$ cat config.mk
export PLATFORM = sky130hd
export DESIGN_NAME = uslc_ctrl
export DESIGN_NICKNAME = d
export VERILOG_FILES = /design/src/design/uslc_pkg.sv /design/src/design/uslc_ctrl.sv /design/src/design/uslc_ahb_slv.sv
export SDC_FILE = /design/constraint.sdc
export NUM_CORES = 1
export LEC_CHECK = 0
export BUFFER_PORTS_ARGS = -buffer_cell sky130_fd_sc_hd__buf_4
export CAP_MARGIN = 10
export CELL_PAD_IN_SITES_DETAIL_PLACEMENT = 0
export CELL_PAD_IN_SITES_GLOBAL_PLACEMENT = 1
export CORE_MARGIN = 2
export CORE_UTILIZATION = 48
export DETAILED_ROUTE_END_ITERATION = 8
export GPL_TIMING_DRIVEN = 0
export PLACE_DENSITY_LB_ADDON = 0.2
export SLEW_MARGIN = 5
export SYNTH_ARGS = -nofsm -noshare
export SYNTH_HDL_FRONTEND = slang
export SYNTH_SLANG_ARGS = --single-unit
$ cat constraint.sdc
create_clock -name hclk -period 4.5 [get_ports hclk]
set_clock_uncertainty 0.1 [all_clocks]
set_input_delay 0.225 -clock hclk [delete_from_list [all_inputs] [get_ports hclk]]
set_output_delay 0.225 -clock hclk [all_outputs]
set_load 0.005 [all_outputs]
$ cat src/design/uslc_pkg.sv
package uslc_pkg;

	// device register indices on its own parallel port
	localparam logic [2:0] DEV_MODE     = 3'h0;
	localparam logic [2:0] DEV_EXT      = 3'h1;
	localparam logic [2:0] DEV_TXSTAT   = 3'h2;
	localparam logic [2:0] DEV_RXERR    = 3'h3;
	localparam logic [2:0] DEV_TXBUF    = 3'h4;
	localparam logic [2:0] DEV_RXBUF    = 3'h5;

	// bit positions inside device registers
	localparam int MODE_POWER   = 7;
	localparam int MODE_TXEN    = 6;
	localparam int MODE_RXEN    = 5;
	localparam int MODE_PAR_LO  = 3;
	localparam int EXT_TRIGGER  = 6;
	localparam int EXT_DIR      = 1;
	localparam int EXT_INVERT   = 0;
	localparam int TXS_FULL     = 1;
	localparam int TXS_SHIFT    = 0;

	// cycles from read strobe to device data at its pins
	localparam int DEV_RD_LAT   = 2;
	// two synchroniser stages follow the pins
	localparam int SYNC_STAGES  = 2;

	// own register word indices (haddr[4:2])
	localparam logic [2:0] REG_CTRL     = 3'h0;
	localparam logic [2:0] REG_CMD      = 3'h1;
	localparam logic [2:0] REG_TXDATA   = 3'h2;
	localparam logic [2:0] REG_STATUS   = 3'h3;
	localparam logic [2:0] REG_RXDATA   = 3'h4;
	localparam logic [2:0] REG_IRQ_STAT = 3'h5;
	localparam logic [2:0] REG_IRQ_MASK = 3'h6;
	localparam logic [2:0] REG_COUNT    = 3'h7;

	// command bits
	localparam int CMD_START = 0;
	localparam int CMD_STOP  = 1;
	localparam int CMD_ARM   = 2;
	localparam int CMD_CFG   = 3;

	// irq bits
	localparam int IRQ_RX_BYTE = 0;
	localparam int IRQ_RX_ERR  = 1;
	localparam int IRQ_TX_DONE = 2;
	localparam int IRQ_BRK_OK  = 3;
	localparam int IRQ_BRK_ERR = 4;
	localparam int IRQ_REFUSED = 5;
	localparam int IRQ_TX_OVR  = 6;
	localparam int IRQ_W       = 7;

	// reset values
	localparam logic [5:0]       CTRL_RST = 6'h00;
	localparam logic [IRQ_W-1:0] MASK_RST = 7'h00;

	typedef enum logic [9:0] {
		ST_IDLE   = 10'h001,
		ST_PWR_ON = 10'h002,
		ST_EN_ON  = 10'h004,
		ST_EXT_WR = 10'h008,
		ST_RDWAIT = 10'h010,
		ST_STOPCK = 10'h020,
		ST_EN_OFF = 10'h040,
		ST_PWROFF = 10'h080,
		ST_TXCK   = 10'h100,
		ST_RXCK   = 10'h200
	} uslc_state_e;

	// device parallel port driven by the controller
	typedef struct packed {
		logic [2:0] addr;
		logic       wr;
		logic       rd;
		logic [7:0] wdata;
	} uslc_dev_s;

	// event pins from the device
	typedef struct packed {
		logic tx_done;
		logic rx_done;
		logic brk_ok;
		logic brk_err;
	} uslc_evt_s;

	// register access from the bus slave
	typedef struct packed {
		logic        wr;
		logic [2:0]  wr_idx;
		logic [31:0] wdata;
		logic        rd;
		logic [2:0]  rd_idx;
	} uslc_req_s;

endpackage

$ cat src/design/uslc_ctrl.sv
`timescale 1ns/1ps
`default_nettype none

// Functional notes
// - after break error the flag stays set; re-arm break reception
// - set break trigger only while power and receive enable are one
// - change bit order and inversion only with both enables cleared
// - stop: enables off then power; start: power then enables
// - in LIN use both parity bits are held at zero
// - in LIN use transmit status must be all zero before a write
// - write next byte only after buffer-full flag reads zero
// - reinitialise only after completion and shifting flag reads zero
// - read the receive buffer after every reception, errors included
// - read receive error status before the receive buffer
module uslc_ctrl #(
	parameter int RD_LAT = uslc_pkg::DEV_RD_LAT
) (
	input  wire logic              hclk,
	input  wire logic              hresetn,
	input  wire logic              hsel,
	input  wire logic [31:0]       haddr,
	input  wire logic [1:0]        htrans,
	input  wire logic              hwrite,
	input  wire logic [2:0]        hsize,
	input  wire logic [31:0]       hwdata,
	input  wire logic              hready,
	output logic                   hreadyout,
	output logic                   hresp,
	output logic [31:0]            hrdata,
	output logic                   irq,
	output uslc_pkg::uslc_dev_s    dev,
	input  wire logic [7:0]        dev_rdata,
	input  wire uslc_pkg::uslc_evt_s dev_evt
);
	import uslc_pkg::*;

	localparam int          WAIT_N   = RD_LAT + SYNC_STAGES;
	localparam logic [3:0]  WAIT_CNT = 4'(WAIT_N);

	typedef struct packed {
		uslc_state_e      fsm;
		uslc_state_e      ret;
		logic [3:0]       wait_cnt;
		uslc_dev_s        bus;
		logic [7:0]       rd_s1;
		logic [7:0]       rd_s2;
		uslc_evt_s        ev_s1;
		uslc_evt_s        ev_s2;
		uslc_evt_s        ev_s3;
		logic [5:0]       ctrl;
		logic             running;
		logic             armed;
		logic             start_p;
		logic             stop_p;
		logic             arm_p;
		logic             cfg_p;
		logic             rx_p;
		logic             tx_full;
		logic [7:0]       tx_byte;
		logic [7:0]       rx_byte;
		logic [7:0]       rx_err;
		logic [7:0]       tx_stat;
		logic [IRQ_W-1:0] irq_stat;
		logic [IRQ_W-1:0] irq_mask;
		logic [15:0]      n_sent;
		logic [15:0]      n_done;
	} uslc_core_s;

	uslc_core_s  st;
	uslc_core_s  next_st;
	uslc_req_s   req;
	logic [31:0] rd_word;
	uslc_evt_s   ev;
	logic        lin;
	logic        busy;
	logic [1:0]  par;
	logic [7:0]  mode_byte;
	logic [7:0]  ext_byte;

	uslc_ahb_slv u_slv (
		.hclk      (hclk),
		.hresetn   (hresetn),
		.hsel      (hsel),
		.haddr     (haddr),
		.htrans    (htrans),
		.hwrite    (hwrite),
		.hsize     (hsize),
		.hwdata    (hwdata),
		.hready    (hready),
		.hreadyout (hreadyout),
		.hresp     (hresp),
		.hrdata    (hrdata),
		.req       (req),
		.rd_word   (rd_word)
	);

	// ctrl: [0] lin, [1] dir, [2] invert, [3] auto rearm, [5:4] parity
	assign lin  = st.ctrl[0];
	assign par  = lin ? 2'h0 : st.ctrl[5:4];
	assign busy = (st.fsm != ST_IDLE);
	assign ev   = st.ev_s2 & ~st.ev_s3;
	assign dev  = st.bus;
	assign irq  = |(st.irq_stat & st.irq_mask);

	// device control bytes; the trigger is only set on an arm command or an auto re-arm
	always_comb begin
		mode_byte                        = 8'h00;
		mode_byte[MODE_PAR_LO +: 2]      = par;
		ext_byte                         = 8'h00;
		ext_byte[EXT_DIR]                = st.ctrl[1];
		ext_byte[EXT_INVERT]             = st.ctrl[2];
	end

	// register read mux, side effects handled in the next process
	always_comb begin
		rd_word = 32'h0;
		unique case (req.rd_idx)
			REG_CTRL:     rd_word[5:0] = st.ctrl;
			REG_CMD:      rd_word = 32'h0;
			REG_TXDATA:   rd_word[0] = st.tx_full;
			REG_STATUS:   rd_word = {8'h00, st.rx_err, st.tx_stat,
				3'h0, st.rx_p, st.tx_full, st.armed, st.running, busy};
			REG_RXDATA:   rd_word[15:0] = {st.rx_err, st.rx_byte};
			REG_IRQ_STAT: rd_word[IRQ_W-1:0] = st.irq_stat;
			REG_IRQ_MASK: rd_word[IRQ_W-1:0] = st.irq_mask;
			REG_COUNT:    rd_word = {st.n_done, st.n_sent};
		endcase
	end

	always_comb begin
		next_st       = st;
		next_st.bus.wr = 1'b0;
		next_st.bus.rd = 1'b0;
		// pin synchronisers; stage one is read only by stage two
		next_st.rd_s1 = dev_rdata;
		next_st.rd_s2 = st.rd_s1;
		next_st.ev_s1 = dev_evt;
		next_st.ev_s2 = st.ev_s1;
		next_st.ev_s3 = st.ev_s2;

		// read of irq status clears it; a same-cycle event still wins below
		if (req.rd && (req.rd_idx == REG_IRQ_STAT)) begin
			next_st.irq_stat = '0;
		end

		// software writes; a command is refused while a sequence is in flight
		if (req.wr) begin
			unique case (req.wr_idx)
				REG_CTRL: begin
					if (!st.running) begin
						next_st.ctrl = req.wdata[5:0];
					end else begin
						next_st.ctrl[3] = req.wdata[3];
						next_st.irq_stat[IRQ_REFUSED] = 1'b1;
					end
				end
				REG_CMD: begin
					if (busy || st.start_p || st.stop_p || st.arm_p || st.cfg_p) begin
						next_st.irq_stat[IRQ_REFUSED] = 1'b1;
					end else begin
						next_st.start_p = req.wdata[CMD_START] & ~st.running;
						next_st.stop_p  = req.wdata[CMD_STOP] & st.running;
						next_st.arm_p   = req.wdata[CMD_ARM] & st.running;
						next_st.cfg_p   = req.wdata[CMD_CFG] & ~st.running;
					end
				end
				REG_TXDATA: begin
					if (st.tx_full || !st.running) begin
						next_st.irq_stat[IRQ_REFUSED] = 1'b1;
					end else begin
						next_st.tx_full = 1'b1;
						next_st.tx_byte = req.wdata[7:0];
					end
				end
				REG_IRQ_MASK: next_st.irq_mask = req.wdata[IRQ_W-1:0];
				default: ;
			endcase
		end

		// device events
		if (ev.rx_done) begin
			next_st.rx_p = 1'b1;
		end
		if (ev.tx_done) begin
			next_st.n_done = st.n_done + 16'h1;
			// a second completion before the first is serviced
			if (st.irq_stat[IRQ_TX_DONE] && !(req.rd && (req.rd_idx == REG_IRQ_STAT))) begin
				next_st.irq_stat[IRQ_TX_OVR] = 1'b1;
			end
			next_st.irq_stat[IRQ_TX_DONE] = 1'b1;
		end
		if (ev.brk_ok) begin
			next_st.armed = 1'b0;
			next_st.irq_stat[IRQ_BRK_OK] = 1'b1;
		end
		if (ev.brk_err) begin
			next_st.irq_stat[IRQ_BRK_ERR] = 1'b1;
			// flag stays held in the device; re-enter break reception
			next_st.armed = 1'b0;
			if (st.ctrl[3] && st.running) begin
				next_st.arm_p = 1'b1;
			end
		end

		// sequencer
		unique case (st.fsm)
			ST_IDLE: begin
				// one quiet cycle after a device write before the next strobe
				if (st.bus.wr) begin
					next_st.fsm = ST_IDLE;
				end else if (st.rx_p) begin
					// error status first, buffer second
					next_st.rx_p     = ev.rx_done;
					next_st.bus.rd   = 1'b1;
					next_st.bus.addr = DEV_RXERR;
					next_st.wait_cnt = WAIT_CNT;
					next_st.ret      = ST_RXCK;
					next_st.fsm      = ST_RDWAIT;
				end else if (st.start_p) begin
					next_st.start_p   = 1'b0;
					next_st.bus.wr    = 1'b1;
					next_st.bus.addr  = DEV_MODE;
					next_st.bus.wdata = mode_byte | (8'h01 << MODE_POWER);
					next_st.fsm       = ST_PWR_ON;
				end else if (st.stop_p) begin
					next_st.bus.rd   = 1'b1;
					next_st.bus.addr = DEV_TXSTAT;
					next_st.wait_cnt = WAIT_CNT;
					next_st.ret      = ST_STOPCK;
					next_st.fsm      = ST_RDWAIT;
				end else if (st.cfg_p || st.arm_p) begin
					next_st.fsm = ST_EXT_WR;
				end else if (st.tx_full && st.running) begin
					next_st.bus.rd   = 1'b1;
					next_st.bus.addr = DEV_TXSTAT;
					next_st.wait_cnt = WAIT_CNT;
					next_st.ret      = ST_TXCK;
					next_st.fsm      = ST_RDWAIT;
				end
			end
			ST_PWR_ON: begin
				// power first, enables on a later write; device needs a gap between strobes
				if (!st.bus.wr) begin
					next_st.bus.wr    = 1'b1;
					next_st.bus.addr  = DEV_MODE;
					next_st.bus.wdata = mode_byte | (8'h01 << MODE_POWER)
						| (8'h01 << MODE_TXEN) | (8'h01 << MODE_RXEN);
					next_st.running   = 1'b1;
					next_st.fsm       = ST_IDLE;
				end
			end
			ST_EXT_WR: begin
				next_st.bus.wr    = 1'b1;
				next_st.bus.addr  = DEV_EXT;
				next_st.bus.wdata = ext_byte;
				// trigger only with power and receiver on
				if (st.arm_p && st.running) begin
					next_st.bus.wdata[EXT_TRIGGER] = 1'b1;
					next_st.armed = 1'b1;
				end
				next_st.arm_p = 1'b0;
				next_st.cfg_p = 1'b0;
				next_st.fsm   = ST_IDLE;
			end
			ST_RDWAIT: begin
				if (st.wait_cnt == 4'h0) begin
					next_st.fsm = st.ret;
				end else begin
					next_st.wait_cnt = st.wait_cnt - 4'h1;
				end
			end
			ST_RXCK: begin
				if (st.bus.addr == DEV_RXERR) begin
					next_st.rx_err   = st.rd_s2;
					next_st.bus.rd   = 1'b1;
					next_st.bus.addr = DEV_RXBUF;
					next_st.wait_cnt = WAIT_CNT;
					next_st.fsm      = ST_RDWAIT;
				end else begin
					next_st.rx_byte = st.rd_s2;
					next_st.irq_stat[IRQ_RX_BYTE] = 1'b1;
					if (st.rx_err != 8'h00) begin
						next_st.irq_stat[IRQ_RX_ERR] = 1'b1;
					end
					next_st.fsm = ST_IDLE;
				end
			end
			ST_TXCK: begin
				next_st.tx_stat = st.rd_s2;
				// LIN: whole status zero; else buffer-full alone decides
				if (lin ? (st.rd_s2 == 8'h00) : !st.rd_s2[TXS_FULL]) begin
					next_st.fsm = ST_EN_ON;
				end else begin
					next_st.fsm = ST_IDLE;
				end
			end
			ST_EN_ON: begin
				next_st.bus.wr    = 1'b1;
				next_st.bus.addr  = DEV_TXBUF;
				next_st.bus.wdata = st.tx_byte;
				next_st.tx_full   = 1'b0;
				next_st.n_sent    = st.n_sent + 16'h1;
				next_st.fsm       = ST_IDLE;
			end
			ST_STOPCK: begin
				next_st.tx_stat = st.rd_s2;
				// every frame completed and the shifter idle
				if ((st.n_sent == st.n_done) && !st.rd_s2[TXS_SHIFT]) begin
					next_st.fsm = ST_EN_OFF;
				end else begin
					next_st.fsm = ST_IDLE;
				end
			end
			ST_EN_OFF: begin
				next_st.bus.wr    = 1'b1;
				next_st.bus.addr  = DEV_MODE;
				next_st.bus.wdata = mode_byte | (8'h01 << MODE_POWER);
				next_st.fsm       = ST_PWROFF;
			end
			ST_PWROFF: begin
				// power drops only after the enables-off write has settled
				if (!st.bus.wr) begin
					next_st.bus.wr    = 1'b1;
					next_st.bus.addr  = DEV_MODE;
					next_st.bus.wdata = mode_byte;
					next_st.running   = 1'b0;
					next_st.armed     = 1'b0;
					next_st.stop_p    = 1'b0;
					next_st.arm_p     = 1'b0;
					next_st.fsm       = ST_IDLE;
				end
			end
			default: next_st.fsm = ST_IDLE;
		endcase
	end

	always_ff @(posedge hclk or negedge hresetn) begin
		if (!hresetn) begin
			st          <= '0;
			st.fsm      <= ST_IDLE;
			st.ret      <= ST_IDLE;
			st.ctrl     <= CTRL_RST;
			st.irq_mask <= MASK_RST;
		end else begin
			st <= next_st;
		end
	end

endmodule

`default_nettype wire

$ cat src/design/uslc_ahb_slv.sv
`timescale 1ns/1ps
`default_nettype none

module uslc_ahb_slv (
	input  wire logic              hclk,
	input  wire logic              hresetn,
	input  wire logic              hsel,
	input  wire logic [31:0]       haddr,
	input  wire logic [1:0]        htrans,
	input  wire logic              hwrite,
	input  wire logic [2:0]        hsize,
	input  wire logic [31:0]       hwdata,
	input  wire logic              hready,
	output logic                   hreadyout,
	output logic                   hresp,
	output logic [31:0]            hrdata,
	output uslc_pkg::uslc_req_s    req,
	input  wire logic [31:0]       rd_word
);
	import uslc_pkg::*;

	typedef struct packed {
		logic        wr_pend;
		logic [2:0]  wr_idx;
		logic [31:0] rdata;
	} uslc_slv_s;

	uslc_slv_s st;
	uslc_slv_s next_st;
	logic      accept;

	// nonseq or seq with the bus ready; zero wait state slave
	assign accept    = hsel & htrans[1] & hready;
	assign hreadyout = 1'b1;
	assign hresp     = 1'b0;
	assign hrdata    = st.rdata;

	// reads take effect in the address phase, writes in the data phase
	always_comb begin
		req.wr     = st.wr_pend;
		req.wr_idx = st.wr_idx;
		req.wdata  = hwdata;
		req.rd     = accept & ~hwrite;
		req.rd_idx = haddr[4:2];
	end

	// hsize ignored: every access is treated as a word
	always_comb begin
		next_st         = st;
		next_st.wr_pend = accept & hwrite;
		next_st.wr_idx  = haddr[4:2];
		if (accept & ~hwrite) begin
			next_st.rdata = (haddr[31:5] == 27'h0) ? rd_word : 32'h0;
		end
		if (accept & hwrite & (haddr[31:5] != 27'h0)) begin
			next_st.wr_pend = 1'b0;
		end
	end

	always_ff @(posedge hclk or negedge hresetn) begin
		if (!hresetn) begin
			st <= '0;
		end else begin
			st <= next_st;
		end
	end

endmodule

`default_nettype wire

==> flow_metrics.tcl, run 1 <==
set metrics [dict create \
    synth.most_common_cell "dfrtp_1" \
    nets 1004 \
    yosysTopAreaCellShare_pct 54.0 \
    route.detailed.drc 0 \
    worstSetupPathType "input port to register" \
    ir_drop_v 0.000280 \
    first_pass_iters 5 \
    final_hold_viol_count 0 \
    drv_cap 0 \
    cp-end-kind "register" \
    r2r_setup_slack_ps 1910 \
    rsz0062_at_grt "no" \
    die_width_um 138 \
    hold_path.class "input port to register" \
    placed_cell_area_um2 9640 \
    num_rows 48 \
    startpoint_type "input port" \
    ys_seq_area_share_pct 54.7 \
    gp_congestion 0.885 \
    grt_max_degree 116 \
    grt_pass1_wl_um 34800 \
    ys.flop_type "dfrtp_1" \
    htreeDepth 4 \
    syn_area_um2 8570 \
    antenna_found_initial 0 \
    holdBufCountCts 26 \
    grt_usage_pct 24.5 \
    design_area_um2 10500 \
    wl_um 22100 \
    async_reset_ff_share_pct 100 \
    cts.path.max_buffers 2 \
    cts_setup_buffers 0 \
    cts_root_buffer "clkbuf_16" \
    ys_ff_latch 187 \
    cp.required_ps 4770 \
    power_density_nw_per_um2 427 \
    ys_types 68 \
    synth.avg_cell_area_um2 11.2 \
    worstMarginPinSlew_ps 1010 \
    syn2layout_area_growth_pct 22.8 \
    fin_ws_ps 1510 \
    num_vias 6514 \
    slew_headroom_pct 32.5 \
    start_util_pct 49.4 \
    ys_top_cells_by_area "dfrtp_1, mux2_2, nand2_1" \
    crit_arrival_ps 3260 \
    final_layout_size_suffix_gt1_share_pct 24.3 \
    finalSetupViolations 0 \
    die-area_um2 18900 \
    dpl.hpwl_um 16400 \
    insertedDiodeCount 0 \
    cts.sinks 187 \
    stdcell_count 1152 \
    drtIter0Drc 479 \
    fin_crit_sh_pct 66.4 \
    setup_tns_ps 0 \
    clkLatencyLatePin_ps 440 \
    grt_pass1_vias 6421 \
    multiInputGateArea_um2 3520 \
    die_height_um 138 \
    fill_cells 1443 \
    synth_edf_count 0 \
    clock.fmax_mhz 335 \
    wire_per_inst_um 19.2 \
    num_io_pins 134 \
    io_buffers 101 \
    synth.largest_area_cell "dfrtp_1" \
    gr-total-overflow 0 \
    placed_cells 1094 \
    dpl_worst_slack_ps 1540 \
    via_per_inst 5.65 \
    crit_path_max_fanout 9 \
    power_leakage_nw 5.09 \
    final.min_clock_period_ps 2990 \
    seqCellArea_um2 4680 \
    cts_buffers 17 \
    ant_nets 0 \
    syn_inst 767 \
    status "completed" \
    drv_slew 0 \
    coreArea_um2 17400 \
    finalPower_mw 4.49 \
    synth_common_cells "dfrtp_1, nand2_1, mux2_2, nand3_1, o21ai_0" \
    cts_tree "done" \
    syn_nets 857 \
    clkSlewWorstSetupHoldPaths_ps 70 \
    post_cts_resized 0 \
    ys_warn_count 0 \
]
power breakdown:
| group | internal (mW) | leakage, nW | switching, mW | total [mW] |
|---|---|---|---|---|
| logic | 0.427 | 2.35 | 0.516 | 0.943 |
| clock network | 0.850 | 0.299 | 0.718 | 1.57 |
| registers | 1.84 | 2.44 | 0.146 | 1.98 |
| total | 3.11 | 5.09 | 1.38 | 4.49 |
layout make-up:
class | count | area share (%)
Buffer | 52 | 2.82
Clock buffer | 17 | 4.04
Clock inverter | 15 | 1.85
Inverter | 17 | 0.606
Multi-Input combinational cell | 511 | 33.5
Sequential cell | 187 | 44.5
Tap cell | 225 | 2.68
Timing Repair Buffer | 128 | 10.0
routing by layer:
metal | vias to the layer above | share of wire, % | track usage [%]
met3 | 18 | 6.2 | 4.01
li1 | 3004 | - | -
met2 | 208 | 47 | 39.6
met4 | 0 | 0.98 | 6.01
met1 | 3284 | 46 | 34.6
met5 | - | 0 | 0
through the flow:
step	utilization [%]	hold slack, ps
after CTS	60.6	227
after global placement	55.3	231
after global routing	60.6	258
after detailed placement	55.6	236
after floorplan	-	-171
final	60.6	224
critical path, cell delays in order:
cell           delay, ps
dlygate4sd3_1        550
buf_4                140
inv_1                 60
nand2b_1              50
clkbuf_1             230
nor3_1               650
nand3_1              470
nor2_1               650
a22o_1               230
kinds of logic after synthesis:
| group | after synthesis | synth area share, % |
|---|---|---|
| muxes | 70 | 9.19 |
| DFF | 187 | 54.7 |
| and+or+nand+nor | 257 | 15.8 |
| other | 2 | 0.0877 |
| adders and majority gates | 4 | 0.584 |
| buffers and inverters | 69 | 4.21 |
| AOI/OAI and AO/OA | 123 | 9.81 |
| xor gates and xnor gates | 55 | 5.62 |
worst paths after layout:
kind | startpoint | endpoint | cells after the start
setup / recovery | hwrite | u_slv.hrdata[28]$_DFFE_PN0P_ | 9
min in group asynchronous | hresetn | st[152]$_DFFE_PN0P_ | 2
max in group asynchronous | hresetn | st[48]$_DFFE_PN0P_ | 3
hold reg to reg | next_st[96]$_DFF_PN0_ | next_st[92]$_DFF_PN0_ | 0
setup reg to reg | st[148]$_DFFE_PN0P_ | st[147]$_DFFE_PN1P_ | 7
hold / removal | haddr[21] | u_slv.hrdata[0]$_DFFE_PN0P_ | 5
flip-flops by register name (all words and copies together), names as in the netlist:
register and cells:
st 119, u_slv.hrdata 32, next_st 16, dev 13
u_slv.req 4, ext_byte 2, lin 1
placed cells by master, fill, tap and decap left out, types with 4 or more instances in the layout:
master and instances:
nor2b_1 8, mux2i_1 28, clkbuf_1 22, a22o_1 21
nor3_1 12, buf_2 9, nor2_1 31, o21ai_0 38
and3_1 11, a31oi_1 7, ha_1 4, xnor2_1 27
nand2_1 93, nand2b_1 9, and4b_1 4, nor4_1 19
mux2_2 39, buf_4 116, a21oi_1 22, dlygate4sd3_1 26
nand3_1 38, nand4_1 8, buf_6 4, dfrtp_1 185
a21o_1 5, inv_8 5, inv_1 17, xor2_1 28
clkbuf_16 17
(Power assumes the default switching activity.)
==> run 2, diff against run 1 <==
CORE_UTILIZATION = 41   (was 48)
clock period = 2.75 ns   (was 4.5 ns; I/O delays follow)
==> run 2 against run 1 <==
Compared with the run above: worst setup slack worse by 1300 ps; first-iteration DRC count is 9.0% higher; core utilization decreased by 8.8 points; critical path type is now register to register; design area grew 0.25%; non-clock buffer count unchanged; highest routed layer unchanged; largest cell class unchanged; sequential share of layout area down 0.11 points; total power rose by 59%; sequential power up 64%; global-route usage fell by 3.8 points; wire length decreased by 0.37%; clock power grew 53%.
==> flow_metrics.tcl, run 2 (synthesis results as in run 1) <==
set metrics [dict create \
    num_vias 6439 \
    gp_congestion 0.883 \
    multiInputGateArea_um2 3530 \
    clkLatencyLatePin_ps 440 \
    via_per_inst 5.38 \
    setup_tns_ps 0 \
    r2r_setup_slack_ps 230 \
    r2r_cells 7 \
    worstSetupPathType "register to register" \
    wl_um 22100 \
    cts_tree "done" \
    gr-total-overflow 0 \
    whs_ps 156 \
    slew_headroom_pct 44.0 \
    crit_path_max_fanout 9 \
    worstMarginPinSlew_ps 840 \
    coreArea_um2 20400 \
    final_layout_size_suffix_gt1_share_pct 24.3 \
    clock.fmax_mhz 397 \
    power_leakage_nw 5.07 \
    drv_cap 0 \
    dpl.hpwl_um 16300 \
    hold_path.class "input port to register" \
    hold-path-cell-count 5 \
    largest_reg_flops 119 \
    r2r_start "st[148]$_DFFE_PN0P_" \
    io_buffers 101 \
    grt_pass1_wl_um 34900 \
    cp_top_family "simple AND/OR/NAND/NOR gates" \
    whs_endpoint "u_slv.hrdata[0]$_DFFE_PN0P_" \
    cts_buffers 17 \
    clkSlewWorstSetupHoldPaths_ps 70 \
    die_width_um 149 \
    hp-start "haddr[21]" \
    htreeDepth 4 \
    num_io_pins 134 \
    syn2layout_area_growth_pct 23.1 \
    p_int_mw 4.91 \
    p_seq_share_pct 45.3 \
    fin_crit_sh_pct 91.6 \
    num_rows 52 \
    crit_chain "buf_6 > nor4_4 > nand3_2 > nand2_1 > nor3_1 > a2111oi_0 > a31oi_1" \
    nets 1004 \
    route.detailed.drc 0 \
    first_pass_iters 5 \
    layout_common_cells "dfrtp_1, buf_4, nand2_1" \
    cp-end-kind "register" \
    die-area_um2 22100 \
    power_density_nw_per_um2 679 \
    cp_slowest_cell "nor4_4" \
    layout_commonest_cell "dfrtp_1" \
    finalPower_mw 7.16 \
    cts_setup_buffers 0 \
    ir_drop_v 0.000439 \
    placed_cell_area_um2 9700 \
    finalSetupViolations 0 \
    worst-path-stages 7 \
    regMostFlops "st" \
    cts_root_buffer "clkbuf_16" \
    grt_pass1_vias 6329 \
    antenna_found_initial 0 \
    startpoint_type "register" \
    critPathBufInv 1 \
    ant_nets 0 \
    final.min_clock_period_ps 2520 \
    cp.required_ps 3000 \
    drtIter0Drc 522 \
    drv_slew 0 \
    grt_usage_pct 20.7 \
    pwr-share-clk_pct 33.5 \
    design_area_um2 10500 \
    wire_per_inst_um 18.4 \
    switchingPower_mw 2.25 \
    grt_max_degree 112 \
    reg2reg_to "st[147]$_DFFE_PN1P_" \
    crit_arrival_ps 2770 \
    final_hold_viol_count 0 \
    rsz0062_at_grt "no" \
    cts.sinks 187 \
    switching_share_pct 31.5 \
    cts.path.max_buffers 2 \
    status "completed" \
    insertedDiodeCount 0 \
    seqCellArea_um2 4680 \
    crit_path_max_incr_delay_ps 590 \
    die_height_um 149 \
    start_util_pct 42.1 \
    fill_cells 1829 \
    power_frac_comb_pct 21.2 \
]
run 2: metrics by stage:
step           setup WS, ps  std cells  util [%]
2_1_floorplan           586        767         -
3_3_place_gp          -45.2       1138      47.5
3_5_place_dp           -148       1139      47.6
4_1_cts                 167       1196      51.8
5_1_grt                44.5       1196      51.8
6_report                231       1196      51.8
run 2: final cells by class:
type                            count  share of cell area [%]
Tap cell                          270                    3.20
Clock inverter                     14                    1.52
Sequential cell                   187                    44.4
Clock buffer                       17                    4.03
Inverter                           17                   0.605
Buffer                             52                    2.81
Multi-Input combinational cell    511                    33.5
Timing Repair Buffer              128                    9.99
run 2: worst reg2reg max path, stage by stage (launching register included):
cell and delay (ps):
dfrtp_1 380, buf_6 140, nor4_4 590, nand3_2 420
nand2_1 170, nor3_1 60, a2111oi_0 430, a31oi_1 150
run 2: layer usage:
layer / GRT usage, % / share of wire, % / routed length, um
met5: 0 / 0 / 0
met4: 5.43 / 1.3 / 294
met3: 3.13 / 5.2 / 1150
met2: 32.8 / 46 / 10200
met1: 30.0 / 47 / 10400
run 2: how the worst max path moves through the flow:
stage / slack, ps / start / end
after global routing: 40 / st[148]$_DFFE_PN0P_ / st[147]$_DFFE_PN1P_
after floorplan: 590 / st[148]$_DFFE_PN0P_ / dev[1]$_DFFE_PN0P_
after detailed placement: -150 / haddr[14] / u_slv.hrdata[28]$_DFFE_PN0P_
after global placement: -50 / haddr[14] / u_slv.hrdata[29]$_DFFE_PN0P_
final: 230 / st[148]$_DFFE_PN0P_ / st[147]$_DFFE_PN1P_
after CTS: 170 / haddr[4] / u_slv.hrdata[7]$_DFFE_PN0P_
run 2: timing repair:
item                                    4_1_cts  5_1_grt
hold endpoints to repair                    148        0
hold buffers                                 26        0
endpoints found under the setup margin        0        9
gates resized for setup                       0        1
run 2: power groups by stage:
stage | combinational [mW] | clock [mW] | sequential [mW]
5_1_grt | 1.69 | 2.57 | 3.27
3_3_place_gp | 1.47 | 0 | 3.28
6_report | 1.52 | 2.40 | 3.25
3_5_place_dp | 1.50 | 0 | 3.29
2_1_floorplan | 1.05 | 0 | 3.20
4_1_cts | 1.53 | 2.44 | 3.24
